===== src/pkg/tpc_pkg.sv =====
// Purpose: constants for the power-path control and line status register pair
// Assumes: 8-bit register access port driven by the serial host engine on core_clk
// Notes:   all offsets, power control fields and reset values are named here
//
// Function
// power bit 6 set turns bus level meter off; readout then all zero; resets 1
// power bit 5 set hides high/low voltage alarm reporting; resets 1
// power bit 4 clear blocks any automatic voltage-based bus discharge; resets 0
// power bit 3 drives the bleed discharge path on or off; resets 0
// power bit 2 starts forced discharge; hardware clears it once level is reached
// power bit 1 selects cable power level: 0 at least 1W, 1 advertised amount
// power bit 0 sources cable power onto the pin picked by flip select
// lines sampled periodically and on every status read unless signalling is busy
// status bit 5 is one while searching; its fall means a connection was found
// status bit 4 shows termination presented: 0 pull-up, 1 pull-down
// source view pin state: 00 open, 01 Ra seen, 10 Rd seen, 11 reserved
// sink view pin state: 00 open, rising codes up to 11 for 3.0 A source
// pin state reads 00 while that pin's role is Ra or open
// line two state reads 00 while searching or cable power sits on line two
// line one state reads 00 while searching or cable power sits on line one
// flip select 1 puts cable power on line one, 0 on line two
// role codes: 00 Ra, 01 Rp, 10 Rd, 11 open
// reserved bits read zero and ignore writes
package tpc_pkg;
  localparam logic [7:0] PWR_CTRL_OFS  = 8'h1c;
  localparam logic [7:0] CC_STAT_OFS   = 8'h1d;
  localparam logic [6:0] PWR_CTRL_RST  = 7'h60;
  localparam logic [5:0] CC_STAT_RST   = 6'h00;
  localparam logic [6:0] PWR_WR_MASK   = 7'h7f;
  localparam int         METER_OFF_BIT = 6;
  localparam int         ALARM_OFF_BIT = 5;
  localparam int         AUTO_DRN_BIT  = 4;
  localparam int         BLEED_BIT     = 3;
  localparam int         FORCE_DRN_BIT = 2;
  localparam int         CABLE_LVL_BIT = 1;
  localparam int         CABLE_ON_BIT  = 0;
  localparam int         LEVEL_W       = 10;
  localparam int         POLL_W        = 16;
  localparam logic [1:0] ROLE_RA       = 2'h0;
  localparam logic [1:0] ROLE_RP       = 2'h1;
  localparam logic [1:0] ROLE_RD       = 2'h2;
  localparam logic [1:0] ROLE_OPEN     = 2'h3;
  localparam logic [1:0] LINE_OPEN     = 2'h0;
endpackage


===== src/pkg/tpc_sample_if.sv =====
// Purpose: carries sample requests and sampled line levels between register and sampler
// Assumes: single core_clk domain
// Notes:   regs modport requests, sampler modport answers
`timescale 1ns/1ps
`default_nettype none
interface tpc_sample_if;
  logic                      read_req;
  logic                      pd_busy;
  logic [tpc_pkg::POLL_W-1:0] poll_interval;
  logic [1:0]                line_one_level;
  logic [1:0]                line_two_level;

  modport regs (output read_req, output pd_busy, output poll_interval,
                input line_one_level, input line_two_level);
  modport sampler (input read_req, input pd_busy, input poll_interval,
                   output line_one_level, output line_two_level);
endinterface
`default_nettype wire


===== src/hw/tpc_line_sampler.sv =====
// Purpose: periodic and on-demand sampling of the two line comparator codes
// Assumes: comparator codes arrive asynchronously from the analogue front end
// Notes:   a sample is taken every poll_interval+1 cycles or on a read request while pd_busy is low
`timescale 1ns/1ps
`default_nettype none
module tpc_line_sampler (
  input  wire logic       core_clk,
  input  wire logic       reset,
  input  wire logic [1:0] line_one_raw,
  input  wire logic [1:0] line_two_raw,
  tpc_sample_if.sampler   smp
);
  typedef struct packed {
    logic [tpc_pkg::POLL_W-1:0] count;
    logic [1:0]                 one_s1;
    logic [1:0]                 one_s2;
    logic [1:0]                 two_s1;
    logic [1:0]                 two_s2;
    logic [1:0]                 one_smp;
    logic [1:0]                 two_smp;
  } tpc_smp_state_t;

  tpc_smp_state_t st_ff;
  tpc_smp_state_t nxt_st;
  logic           take;

  // ---------------------------------------------------------------
  // next state
  // ---------------------------------------------------------------
  always_comb begin
    nxt_st = st_ff;
    nxt_st.one_s1 = line_one_raw;
    nxt_st.one_s2 = st_ff.one_s1;
    nxt_st.two_s1 = line_two_raw;
    nxt_st.two_s2 = st_ff.two_s1;
    take = (st_ff.count >= smp.poll_interval) || (smp.read_req && !smp.pd_busy);
    if (take) begin
      nxt_st.count   = '0;
      nxt_st.one_smp = st_ff.one_s2;
      nxt_st.two_smp = st_ff.two_s2;
    end else begin
      nxt_st.count = st_ff.count + 1'b1;
    end
  end

  always_ff @(posedge core_clk) begin
    if (reset) begin
      st_ff <= '0;
    end else begin
      st_ff <= nxt_st;
    end
  end

  assign smp.line_one_level = st_ff.one_smp;
  assign smp.line_two_level = st_ff.two_smp;
endmodule
`default_nettype wire


===== src/hw/tpc_power_cc_regs.sv =====
// Purpose: power-path control register and line status register
// Assumes: register port comes from the serial host engine on core_clk
// Notes:   read data appears one cycle after the read strobe and holds
`timescale 1ns/1ps
`default_nettype none
module tpc_power_cc_regs (
  input  wire logic                        core_clk,
  input  wire logic                        reset,
  input  wire logic [7:0]                  reg_addr,
  input  wire logic                        reg_wr,
  input  wire logic                        reg_rd,
  input  wire logic [7:0]                  reg_wdata,
  output logic      [7:0]                  reg_rdata,
  input  wire logic                        flip_select,
  input  wire logic [1:0]                  line_one_role,
  input  wire logic [1:0]                  line_two_role,
  input  wire logic [tpc_pkg::POLL_W-1:0]  line_poll_interval,
  input  wire logic                        pd_busy,
  input  wire logic                        attach_search_active,
  input  wire logic                        connect_result,
  input  wire logic [1:0]                  line_one_raw,
  input  wire logic [1:0]                  line_two_raw,
  input  wire logic [tpc_pkg::LEVEL_W-1:0] bus_level_code,
  input  wire logic                        upper_alarm_hit,
  input  wire logic                        lower_alarm_hit,
  input  wire logic                        bus_low_drain_req,
  input  wire logic                        drain_level_reached,
  output logic [tpc_pkg::LEVEL_W-1:0]      bus_level_read,
  output logic                             upper_alarm_rpt,
  output logic                             lower_alarm_rpt,
  output logic                             auto_drain_on,
  output logic                             bleed_drain_on,
  output logic                             force_drain_on,
  output logic                             cable_power_level,
  output logic                             cable_power_line_one,
  output logic                             cable_power_line_two
);
  typedef struct packed {
    logic [6:0]                  pwr;
    logic [5:0]                  stat;
    logic [7:0]                  rdata;
    logic                        done_s1;
    logic                        done_s2;
    logic [tpc_pkg::LEVEL_W-1:0] level;
    logic                        hi_rpt;
    logic                        lo_rpt;
    logic                        auto_on;
    logic                        bleed_on;
    logic                        pwr_one;
    logic                        pwr_two;
  } tpc_reg_state_t;

  tpc_reg_state_t st_ff;
  tpc_reg_state_t nxt_st;
  tpc_sample_if   smp_if ();

  // ---------------------------------------------------------------
  // pin state masking
  // ---------------------------------------------------------------
  // sampled code passes only for an Rp or Rd role and an unblocked pin
  function automatic logic [1:0] line_state(input logic [1:0] role,
                                            input logic       blocked,
                                            input logic [1:0] level);
    if (blocked || role == tpc_pkg::ROLE_RA || role == tpc_pkg::ROLE_OPEN) begin
      line_state = tpc_pkg::LINE_OPEN;
    end else begin
      line_state = level;
    end
  endfunction

  tpc_line_sampler u_sampler (
    .core_clk     (core_clk),
    .reset        (reset),
    .line_one_raw (line_one_raw),
    .line_two_raw (line_two_raw),
    .smp          (smp_if.sampler)
  );

  assign smp_if.read_req      = reg_rd && (reg_addr == tpc_pkg::CC_STAT_OFS);
  assign smp_if.pd_busy       = pd_busy;
  assign smp_if.poll_interval = line_poll_interval;

  // ---------------------------------------------------------------
  // next state
  // ---------------------------------------------------------------
  always_comb begin
    logic       vconn_on;
    logic [1:0] one_st;
    logic [1:0] two_st;
    vconn_on = st_ff.pwr[tpc_pkg::CABLE_ON_BIT];
    one_st   = tpc_pkg::LINE_OPEN;
    two_st   = tpc_pkg::LINE_OPEN;
    nxt_st = st_ff;
    nxt_st.done_s1 = drain_level_reached;
    nxt_st.done_s2 = st_ff.done_s1;

    // hardware clears forced discharge; a write in the same cycle wins
    if (st_ff.done_s2) begin
      nxt_st.pwr[tpc_pkg::FORCE_DRN_BIT] = 1'b0;
    end
    if (reg_wr && reg_addr == tpc_pkg::PWR_CTRL_OFS) begin
      nxt_st.pwr = reg_wdata[6:0] & tpc_pkg::PWR_WR_MASK;
    end

    // cable power pin from flip select
    nxt_st.pwr_one = vconn_on && flip_select;
    nxt_st.pwr_two = vconn_on && !flip_select;

    one_st = line_state(line_one_role,
                        attach_search_active || (vconn_on && flip_select),
                        smp_if.line_one_level);
    two_st = line_state(line_two_role,
                        attach_search_active || (vconn_on && !flip_select),
                        smp_if.line_two_level);
    nxt_st.stat = {attach_search_active, connect_result, two_st, one_st};

    if (st_ff.pwr[tpc_pkg::METER_OFF_BIT]) begin
      nxt_st.level = '0;
    end else begin
      nxt_st.level = bus_level_code;
    end
    nxt_st.hi_rpt   = upper_alarm_hit && !st_ff.pwr[tpc_pkg::ALARM_OFF_BIT];
    nxt_st.lo_rpt   = lower_alarm_hit && !st_ff.pwr[tpc_pkg::ALARM_OFF_BIT];
    nxt_st.auto_on  = bus_low_drain_req && st_ff.pwr[tpc_pkg::AUTO_DRN_BIT];
    nxt_st.bleed_on = st_ff.pwr[tpc_pkg::BLEED_BIT];

    if (reg_rd) begin
      case (reg_addr)
        tpc_pkg::PWR_CTRL_OFS: begin
          nxt_st.rdata = {1'b0, st_ff.pwr};
        end
        tpc_pkg::CC_STAT_OFS: begin
          nxt_st.rdata = {2'b00, st_ff.stat};
        end
        default: begin
          nxt_st.rdata = 8'h00;
        end
      endcase
    end
  end

  always_ff @(posedge core_clk) begin
    if (reset) begin
      st_ff      <= '0;
      st_ff.pwr  <= tpc_pkg::PWR_CTRL_RST;
      st_ff.stat <= tpc_pkg::CC_STAT_RST;
    end else begin
      st_ff <= nxt_st;
    end
  end

  // ---------------------------------------------------------------
  // outputs
  // ---------------------------------------------------------------
  assign reg_rdata            = st_ff.rdata;
  assign bus_level_read       = st_ff.level;
  assign upper_alarm_rpt      = st_ff.hi_rpt;
  assign lower_alarm_rpt      = st_ff.lo_rpt;
  assign auto_drain_on        = st_ff.auto_on;
  assign bleed_drain_on       = st_ff.bleed_on;
  assign force_drain_on       = st_ff.pwr[tpc_pkg::FORCE_DRN_BIT];
  assign cable_power_level    = st_ff.pwr[tpc_pkg::CABLE_LVL_BIT];
  assign cable_power_line_one = st_ff.pwr_one;
  assign cable_power_line_two = st_ff.pwr_two;
endmodule
`default_nettype wire


===== config.mk =====
export PLATFORM = sky130hd
export DESIGN_NAME = tpc_power_cc_regs
export DESIGN_NICKNAME = d
export VERILOG_FILES = /design/src/pkg/tpc_pkg.sv /design/src/pkg/tpc_sample_if.sv /design/src/hw/tpc_line_sampler.sv /design/src/hw/tpc_power_cc_regs.sv
export SDC_FILE = /design/constraint.sdc
export NUM_CORES = 1
export LEC_CHECK = 0
export BUFFER_PORTS_ARGS = -buffer_cell sky130_fd_sc_hd__buf_2
export CORE_MARGIN = 5
export CORE_UTILIZATION = 25
export DETAILED_ROUTE_END_ITERATION = 10
export GPL_ROUTABILITY_DRIVEN = 0
export PLACE_DENSITY = 0.51
export SLEW_MARGIN = 20
export SYNTH_ARGS = -nofsm -noshare
export SYNTH_HDL_FRONTEND = slang
export SYNTH_SLANG_ARGS = --single-unit

===== constraint.sdc =====
create_clock -name core_clk -period 3.3 [get_ports core_clk]
set_clock_uncertainty 0.1 [all_clocks]
set_input_delay 0.66 -clock core_clk [delete_from_list [all_inputs] [get_ports core_clk]]
set_output_delay 0.66 -clock core_clk [all_outputs]
set_load 0.05 [all_outputs]

======== After elaboration in Yosys (flattened, before gate mapping) ========
Cells that the tools add are included.
W data, S select, Z words.
word-level totals
  bits in read-only memories .............. 0
  memories kept ........................... 0
  memory bits (writable) .................. 0
  latch bits .............................. 0
  register bits ........................... 67
  input bits .............................. 62
  logic and storage cells ................. 56
  output and inout port bits .............. 26
cells by class
  magnitude comparators ................... 1
  div/mod/pow operators ................... 0
  reduce and logical (&&, ||, !) cells .... 25
  bitwise operators ....................... 0
  mux-type cells .......................... 3
  add/sub/neg operators ................... 1
  equality and inequality tests ........... 4
  shifts and indexed selects .............. 0
  multipliers ............................. 0
operators by type and width
  kind                     number
  $add A16 B1 Y16 const B  1
  $eq A8 B5 Y1 const B     2
  $ge A16 B16 Y1           1
  $pmux W7 S2              1
  $logic_and A1 B1 Y1      8
  $reduce_or A2 Y1         4
  $logic_or A1 B1 Y1       7
  $eq A2 B2 Y1 const B     2
  $logic_not A2 Y1         2
  $logic_not A1 Y1         3
  $mux W3                  1
  $reduce_bool A2 Y1       1
  $mux W1                  1

======== Depth between registers and ports, before layout ========
Gate-level depths: netlist of run 1.
  word-level depth ........................ 6
  mapped depth ............................ 8
  depth with buffers taken out ............ 7

======== Modules after synthesis ========
Synthesis of run 1 repeated with hierarchy kept, for this count alone.
second synthesis, totals
  cell total of the unflattened synthesis .. 312
  area, all modules ....................... 2997.9 µm²
by module, submodules not included
  module             seq. area each (µm²)  area each (µm²)  instances  cells each
  tpc_power_cc_regs  760.7                 1526.5           1          148
  tpc_line_sampler   560.5                 1471.4           1          164

======== Worst setup path after synthesis of run 1 ========
OpenSTA, ideal clock, no wires.
  kind .................................... input to register
  from .................................... in line_poll_interval[13] (netlist name)
  to ...................................... reg u_sampler.st_ff[22] (netlist name)
  data required time ...................... 3.136 ns
  path buffers ............................ 1
  library setup time ...................... 0.064 ns
  arrival ................................. 2.009 ns
  cell stages on the path ................. 8
  path slack .............................. 1.127 ns
  cell sequence ........................... inv_1 -> ha_1 -> a211oi_1 -> o21bai_1 -> a221oi_2 -> nand4b_4 -> buf_6 -> nor2_1
on the way
  word-level cells in the longest chain between the ends .. 3
ends and longest elaborated chain
  element                     line                     text
  start, declared             tpc_power_cc_regs.sv:17  input wire logic [tpc_pkg::POLL_W-1:0] line_poll_interval,
  $ge A16 B16 Y1              tpc_line_sampler.sv:36   take = (st_ff.count >= smp.poll_interval) || (smp.read_req && !smp.pd_busy);
  $logic_or A1 B1 Y1          tpc_line_sampler.sv:36
  $reduce_or A2 Y1 (no line)  --
  end signal, assigned        tpc_line_sampler.sv:50   st_ff <= nxt_st;
  end, declared               tpc_line_sampler.sv:23   tpc_smp_state_t st_ff;
No other way between the ends.
A chain may end at the register's enable or synchronous reset.

======== Final worst setup path of run 1 ========
  from .................................... in line_poll_interval[13] (netlist name)
  to ...................................... reg u_sampler.st_ff, in the netlist u_sampler.smp.line_one_level[1]
on the way
  word-level cells in the longest chain between the ends .. 2
ends and longest elaborated chain
  element             line
  $ge A16 B16 Y1      tpc_line_sampler.sv:36
  $logic_or A1 B1 Y1  tpc_line_sampler.sv:36
No other way between the ends.

==> results of run 1 <==
registers in the layout, indices dropped and copies added (netlist names):
name / count
u_sampler.smp.line_two_level: 2
force_drain_on: 1
u_sampler.st_ff: 20
upper_alarm_rpt: 1
st_ff: 11
u_sampler.smp.line_one_level: 2
lower_alarm_rpt: 1
cable_power_level: 1
bus_level_read: 10
cable_power_line_one: 1
nxt_st: 2
cable_power_line_two: 1
bleed_drain_on: 1
u_sampler.nxt_st: 4
auto_drain_on: 1
reg_rdata: 7
placed cells by master (no fill, tap or decap), drive strengths merged:
master | netlist | layout
a2111o | 1 | 1
a211o | 2 | 2
a211oi | 1 | 1
a21oi | 11 | 11
a221oi | 3 | 3
and2 | 15 | 15
and3 | 1 | 1
and4 | 1 | 1
buf | 22 | 86
bufinv | 0 | 2
clkbuf | 4 | 11
clkinv | 0 | 1
conb | 1 | 1
dfxtp | 66 | 66
ha | 17 | 17
inv | 21 | 21
mux2 | 6 | 6
mux2i | 9 | 9
nand2 | 11 | 11
nand2b | 11 | 11
nand3 | 9 | 9
nand3b | 2 | 2
nand4 | 4 | 4
nand4b | 1 | 1
nor2 | 37 | 37
nor2b | 20 | 20
nor3 | 2 | 2
nor3b | 4 | 4
nor4 | 2 | 2
o2111ai | 1 | 1
o21a | 1 | 1
o21ai | 5 | 5
o21bai | 1 | 1
or3b | 1 | 1
xnor2 | 5 | 5
xor2 | 9 | 9
power breakdown:
part           switching [mW]  leakage (nW)  internal, mW
sequential            0.00706         0.535         0.808
clock                   0.317         0.151         0.671
combinational          0.0483          1.04        0.0510
total                   0.372          1.72          1.53
logic make-up after synthesis:
group / Yosys count / share of synthesized area
simple gates: 121 / 0.230
flops: 66 / 0.450
buf+inv: 47 / 0.0899
compound gates: 26 / 0.0609
fa+ha+maj: 17 / 0.0724
mux: 15 / 0.0537
xor+xnor: 14 / 0.0417
other cells: 1 / 0.00128
worst reg2reg max path: stages (launching register included):
cell and delay (ns):
dfxtp_1 0.33, ha_1 0.30, nand4_1 0.13, nor3_1 0.46
o2111ai_2 0.27, nand3_2 0.23, mux2i_1 0.20
through the flow:
step                 util  worst slack (ns)
floorplan               -              1.13
global placement    0.293             0.720
detailed placement  0.293             0.722
CTS                 0.320              1.07
global route        0.320             0.940
finish              0.320              1.11
layer usage:
metal	GRT usage	wire length, µm
met1	0.115	2840
met2	0.139	2870
met3	0.0396	489
met4	0.0340	101
met5	0	0
cell type report:
| type | count | area, µm² |
|---|---|---|
| Timing Repair Buffer | 86 | 433 |
| Sequential cell | 66 | 1320 |
| Tap cell | 143 | 179 |
| Clock inverter | 3 | 65.1 |
| Inverter | 21 | 78.8 |
| Clock buffer | 11 | 243 |
| Multi-Input combinational cell | 194 | 1350 |
| Fill cell | 1182 | 7790 |
synth_stat cells, drive strengths merged, types with 2 or more instances:
cell type	count
a21oi	11
mux2i	9
inv	21
a211o	2
dfxtp	66
nor4	2
nand2	11
nand4	4
nand2b	11
o21ai	5
nor2b	20
nor3	2
nand3	9
xnor2	5
nand3b	2
a221oi	3
buf	22
mux2	6
nor2	37
and2	15
nor3b	4
clkbuf	4
ha	17
xor2	9
how the worst min path moves through the flow:
stage / start / endpoint / slack (ns) / depth (start not counted)
final: u_sampler.nxt_st[5] / u_sampler.st_ff[5] / 0.33 / 1
after global routing: u_sampler.nxt_st[8] / u_sampler.st_ff[8] / 0.37 / 1
after CTS: u_sampler.nxt_st[4] / u_sampler.st_ff[4] / 0.34 / 1
after detailed placement: u_sampler.nxt_st[4] / u_sampler.st_ff[4] / 0.32 / 1
after global placement: u_sampler.nxt_st[5] / u_sampler.st_ff[5] / 0.32 / 1
after floorplan: nxt_st[16] / st_ff[16] / 0.31 / 1
==> metrics.cfg, run 1 <==
[worst_setup_path]
reg2reg_from = u_sampler.st_ff[25]
cp_data_required_time_ns = 3.45
worstSetupPathType = in2reg
r2r_cells = 6
crit_end = u_sampler.smp.line_one_level[1]
crit_chain = buf_2 > inv_1 > ha_1 > nand4_1 > nor3_1 > o2111ai_2 > nand3_2 > mux2i_1
slowest_delay_ns = 0.46
critPathLaunchType = input port
crit_path_start = line_poll_interval[13]
cp-end-kind = flop
cp_slowest_cell = nor3_1
path_buf_inv = 2
crit_fanout = 4
arrival_ns = 2.34
path_depth = 8
reg2reg_slack_ns = 1.21
crit_family = simple AND/OR/NAND/NOR gates
r2r_end = u_sampler.smp.line_one_level[1]

[global_routing]
grt_overflow = 0
antenna_found_initial = 0
grt_pass1_vias = 2122
grt_pass1_wl_um = 10300
grt_max_degree = 29
grt_usage = 0.0914

[floorplanning]
initial_core_util = 0.256
die_h_um = 118
die_w_um = 118
io_pins = 88
num_rows = 39
dieArea_um2 = 14000
core_area_um2 = 11500

[drt]
drt_first_iter_violations = 50
drc = 0
via_count = 2187
postRouteWirelength_um = 6300
ant_nets = 0
dr.pass1.iters = 4
vias_per_cell = 4.17
wire_per_inst_um = 12.0

[sta]
fin_hold_ws_ns = 0.332
period_share = 0.662
fin_crit_ns = 2.19
setup_viol = 0
fin_setup_tns_ns = 0
tightest_slew_ns = 0.524
relSlewSlack = 0.648
finalMaxSlewViolations = 0
max_freq_ghz = 0.458
rsz0062_at_grt = false
hold_viol = 0

[synth]
yosys_warnings = 0
syn_nets = 386
async_flop_share = 0
seq_area_frac_synth = 0.450
ys.flop_type = dfxtp_1
synth_top_area_frac = 0.450
yosysUniqueCellTypes = 40
synth_area_um2 = 2940
synth_edf_count = 0
yosys-top-cells-area = dfxtp_1 (45%), ha_1 (7.2%), buf_4 (4.9%)
netlist_instances = 307
synth_seq_cells = 66
netlist.top_cell.by_area = dfxtp_1
syn-mean-instance-area_um2 = 9.57

[clocking]
cts_tree = done
insertion_delay_ns = 0.32
post_cts_resized = 0
htree_levels = 3
cts_buffer_depth = 2
cts_root_buf = clkbuf_16
ctsHoldBuffers = 0
clk_pin_slew_ns = 0.05
post_cts_buffers = 0
cts.sinks = 66
cts_made_buffers = 9

[placement]
dpl.hpwl_um = 4780
place_area_um2 = 3360
port_buffers = 85
dp_cells = 510

[cells_and_area]
syn2layout_area_growth_pct = 25.0
fin_nets = 457
antenna_cells = 0
final_cells = 524
fin_area_um2 = 3670
drive_gt1_frac = 0.291

[min_path]
min-delay-path-class = reg2reg

[flow_run]
drv_cap = 0

[outcome]
status = finished, final reports clean

[pwr]
powerDensity_nw_per_um2 = 518
peakVddDrop_mv = 0.320
power.leakage_nw = 1.72
finalPower_mw = 1.90

(Power assumes the default switching activity.)
==> run 2: changes to the inputs <==
==> constraint.sdc (replaced) <==
create_clock -name core_clk -period 2.1 [get_ports core_clk]
set_clock_uncertainty 0.1 [all_clocks]
set_input_delay 0.42 -clock core_clk [delete_from_list [all_inputs] [get_ports core_clk]]
set_output_delay 0.42 -clock core_clk [all_outputs]
set_load 0.05 [all_outputs]
==> metrics.cfg, run 2 (synthesized netlist as in run 1, its figures left out) <==
[worst_setup_path]
reg2reg_slack_ns = 0.11  ; -1.10 ns
r2r_end = u_sampler.st_ff[18]
cp_slowest_cell = dfxtp_1
crit_fanout = 16  ; +12
crit_family = simple AND/OR/NAND/NOR gates
critPathLaunchType = flop
worstSetupPathType = reg2reg
crit_path_start = u_sampler.st_ff[25]
r2r_cells = 8  ; +2
arrival_ns = 2.15  ; -0.19 ns
path_depth = 8  ; unchanged
cp_data_required_time_ns = 2.26  ; -1.19 ns
cp-end-kind = flop
slowest_delay_ns = 0.38  ; -0.08 ns
crit_chain = ha_1 > nand4_1 > nor3_2 > buf_4 > a221oi_4 > nand4b_4 > buf_12 > nor2_1
reg2reg_from = u_sampler.st_ff[25]
path_buf_inv = 2  ; unchanged

[floorplanning]
dieArea_um2 = 14000  ; unchanged
core_area_um2 = 11500  ; unchanged
initial_core_util = 0.256  ; unchanged
io_pins = 88  ; unchanged
num_rows = 39  ; unchanged
die_w_um = 118  ; unchanged
die_h_um = 118  ; unchanged

[sta]
setup_viol = 0  ; unchanged
fin_crit_ns = 1.99
relSlewSlack = 0.629  ; -0.0188
fin_hold_ws_ns = 0.182  ; -0.150 ns
hold_viol = 0  ; unchanged
max_freq_ghz = 0.502
period_share = 0.949
finalMaxSlewViolations = 0  ; unchanged
tightest_slew_ns = 0.552  ; +0.0279 ns

[clocking]
cts.sinks = 66  ; unchanged
htree_levels = 3  ; unchanged
insertion_delay_ns = 0.32  ; about the same
cts_tree = done
cts_made_buffers = 9  ; unchanged
cts_buffer_depth = 2  ; unchanged
ctsHoldBuffers = 0  ; unchanged
cts_root_buf = clkbuf_16
clk_pin_slew_ns = 0.05  ; about the same

[outcome]
status = finished, final reports clean

[min_path]
worstHoldPathCells = 2  ; +1
min-delay-path-class = in2reg
min_from = flip_select
holdPathEnd = cable_power_line_two

[pwr]
power.leakage_nw = 1.80  ; +4.6%
powerDensity_nw_per_um2 = 821  ; +58%
peakVddDrop_mv = 0.591  ; +85%
finalPower_mw = 3.16  ; +66%

[cells_and_area]
drive_gt1_frac = 0.322  ; +0.0310
fin_area_um2 = 3850  ; +4.8%
syn2layout_area_growth_pct = 31.0
largest_reg_flops = 20  ; unchanged
final_common_cell = buf_2
fin_nets = 469  ; +2.6%
antenna_cells = 0  ; unchanged
final_cell_mix = buf_2 (85), dfxtp_1 (66), nor2_1 (37)
regArea_um2 = 1320  ; unchanged
multi_input_area_um2 = 1390  ; +3.0%
top_register = u_sampler.st_ff
nFillCells = 1203  ; +1.8%

[placement]
place_area_um2 = 3450  ; +2.5%
dpl.hpwl_um = 4920  ; +3.0%
port_buffers = 85  ; unchanged

[drt]
drc = 0  ; unchanged
postRouteWirelength_um = 6450  ; +2.3%
ant_nets = 0  ; unchanged
dr.pass1.iters = 4  ; unchanged
drt_first_iter_violations = 78  ; +56%
via_count = 2228  ; +1.9%
vias_per_cell = 4.15  ; -0.59%
wire_per_inst_um = 12.0  ; -0.14%

[global_routing]
grt_overflow = 0  ; unchanged
antenna_found_initial = 0  ; unchanged
grt_max_degree = 23  ; -21%
grt_pass1_vias = 2249  ; +6.0%
grt_usage = 0.0963  ; +0.00491
grt_pass1_wl_um = 11000  ; +6.8%

[flow_run]
drv_cap = 0  ; unchanged

==> run 2: worst max-delay path by stage <==
stage                                      endpoint  slack, ns
floorplan                       u_sampler.st_ff[22]       0.17
global placement    u_sampler.smp.line_one_level[1]      -0.07
detailed placement              u_sampler.st_ff[20]      -0.12
CTS                             u_sampler.st_ff[18]       0.04
global route                    u_sampler.st_ff[18]      -0.02
finish                          u_sampler.st_ff[18]       0.11
==> run 2: area by class of cell <==
class                           count  share of cell area
Clock buffer                       10              0.0621
Clock inverter                      5              0.0267
Inverter                           21              0.0205
Multi-Input combinational cell    194               0.362
Sequential cell                    66               0.343
Tap cell                          143              0.0465
Timing Repair Buffer               98               0.139
==> run 2: routing by layer <==
| layer | track usage | part of all wire | vias up |
|---|---|---|---|
| met5 | 0 | 0 | - |
| met4 | 0.0191 | 0.0053 | 0 |
| met3 | 0.0482 | 0.083 | 4 |
| met2 | 0.149 | 0.47 | 67 |
| met1 | 0.122 | 0.45 | 1006 |
| li1 | - | - | 1151 |
==> run 2: stage by stage <==
stage,std cells,setup TNS [ns],setup WS (ns),util
4_1_cts,536,0,0.0355,0.330
3_5_place_dp,521,-2.13,-0.117,0.301
6_report,537,0,0.107,0.336
2_1_floorplan,307,0,0.167,-
5_1_grt,537,-0.0312,-0.0174,0.336
3_3_place_gp,521,-1.17,-0.0697,0.301
==> run 2: repair_timing <==
item / in CTS / in global routing
resized for setup: 0 / 5
buffers inserted: 0 / 1
setup endpoints to repair: 0 / 20
==> run 2: report_power, final <==
part,leakage [nW],switching (mW),internal (mW)
combinational,1.10,0.0827,0.0890
sequential,0.535,0.00947,1.27
clock,0.165,0.526,1.18
total,1.80,0.618,2.54
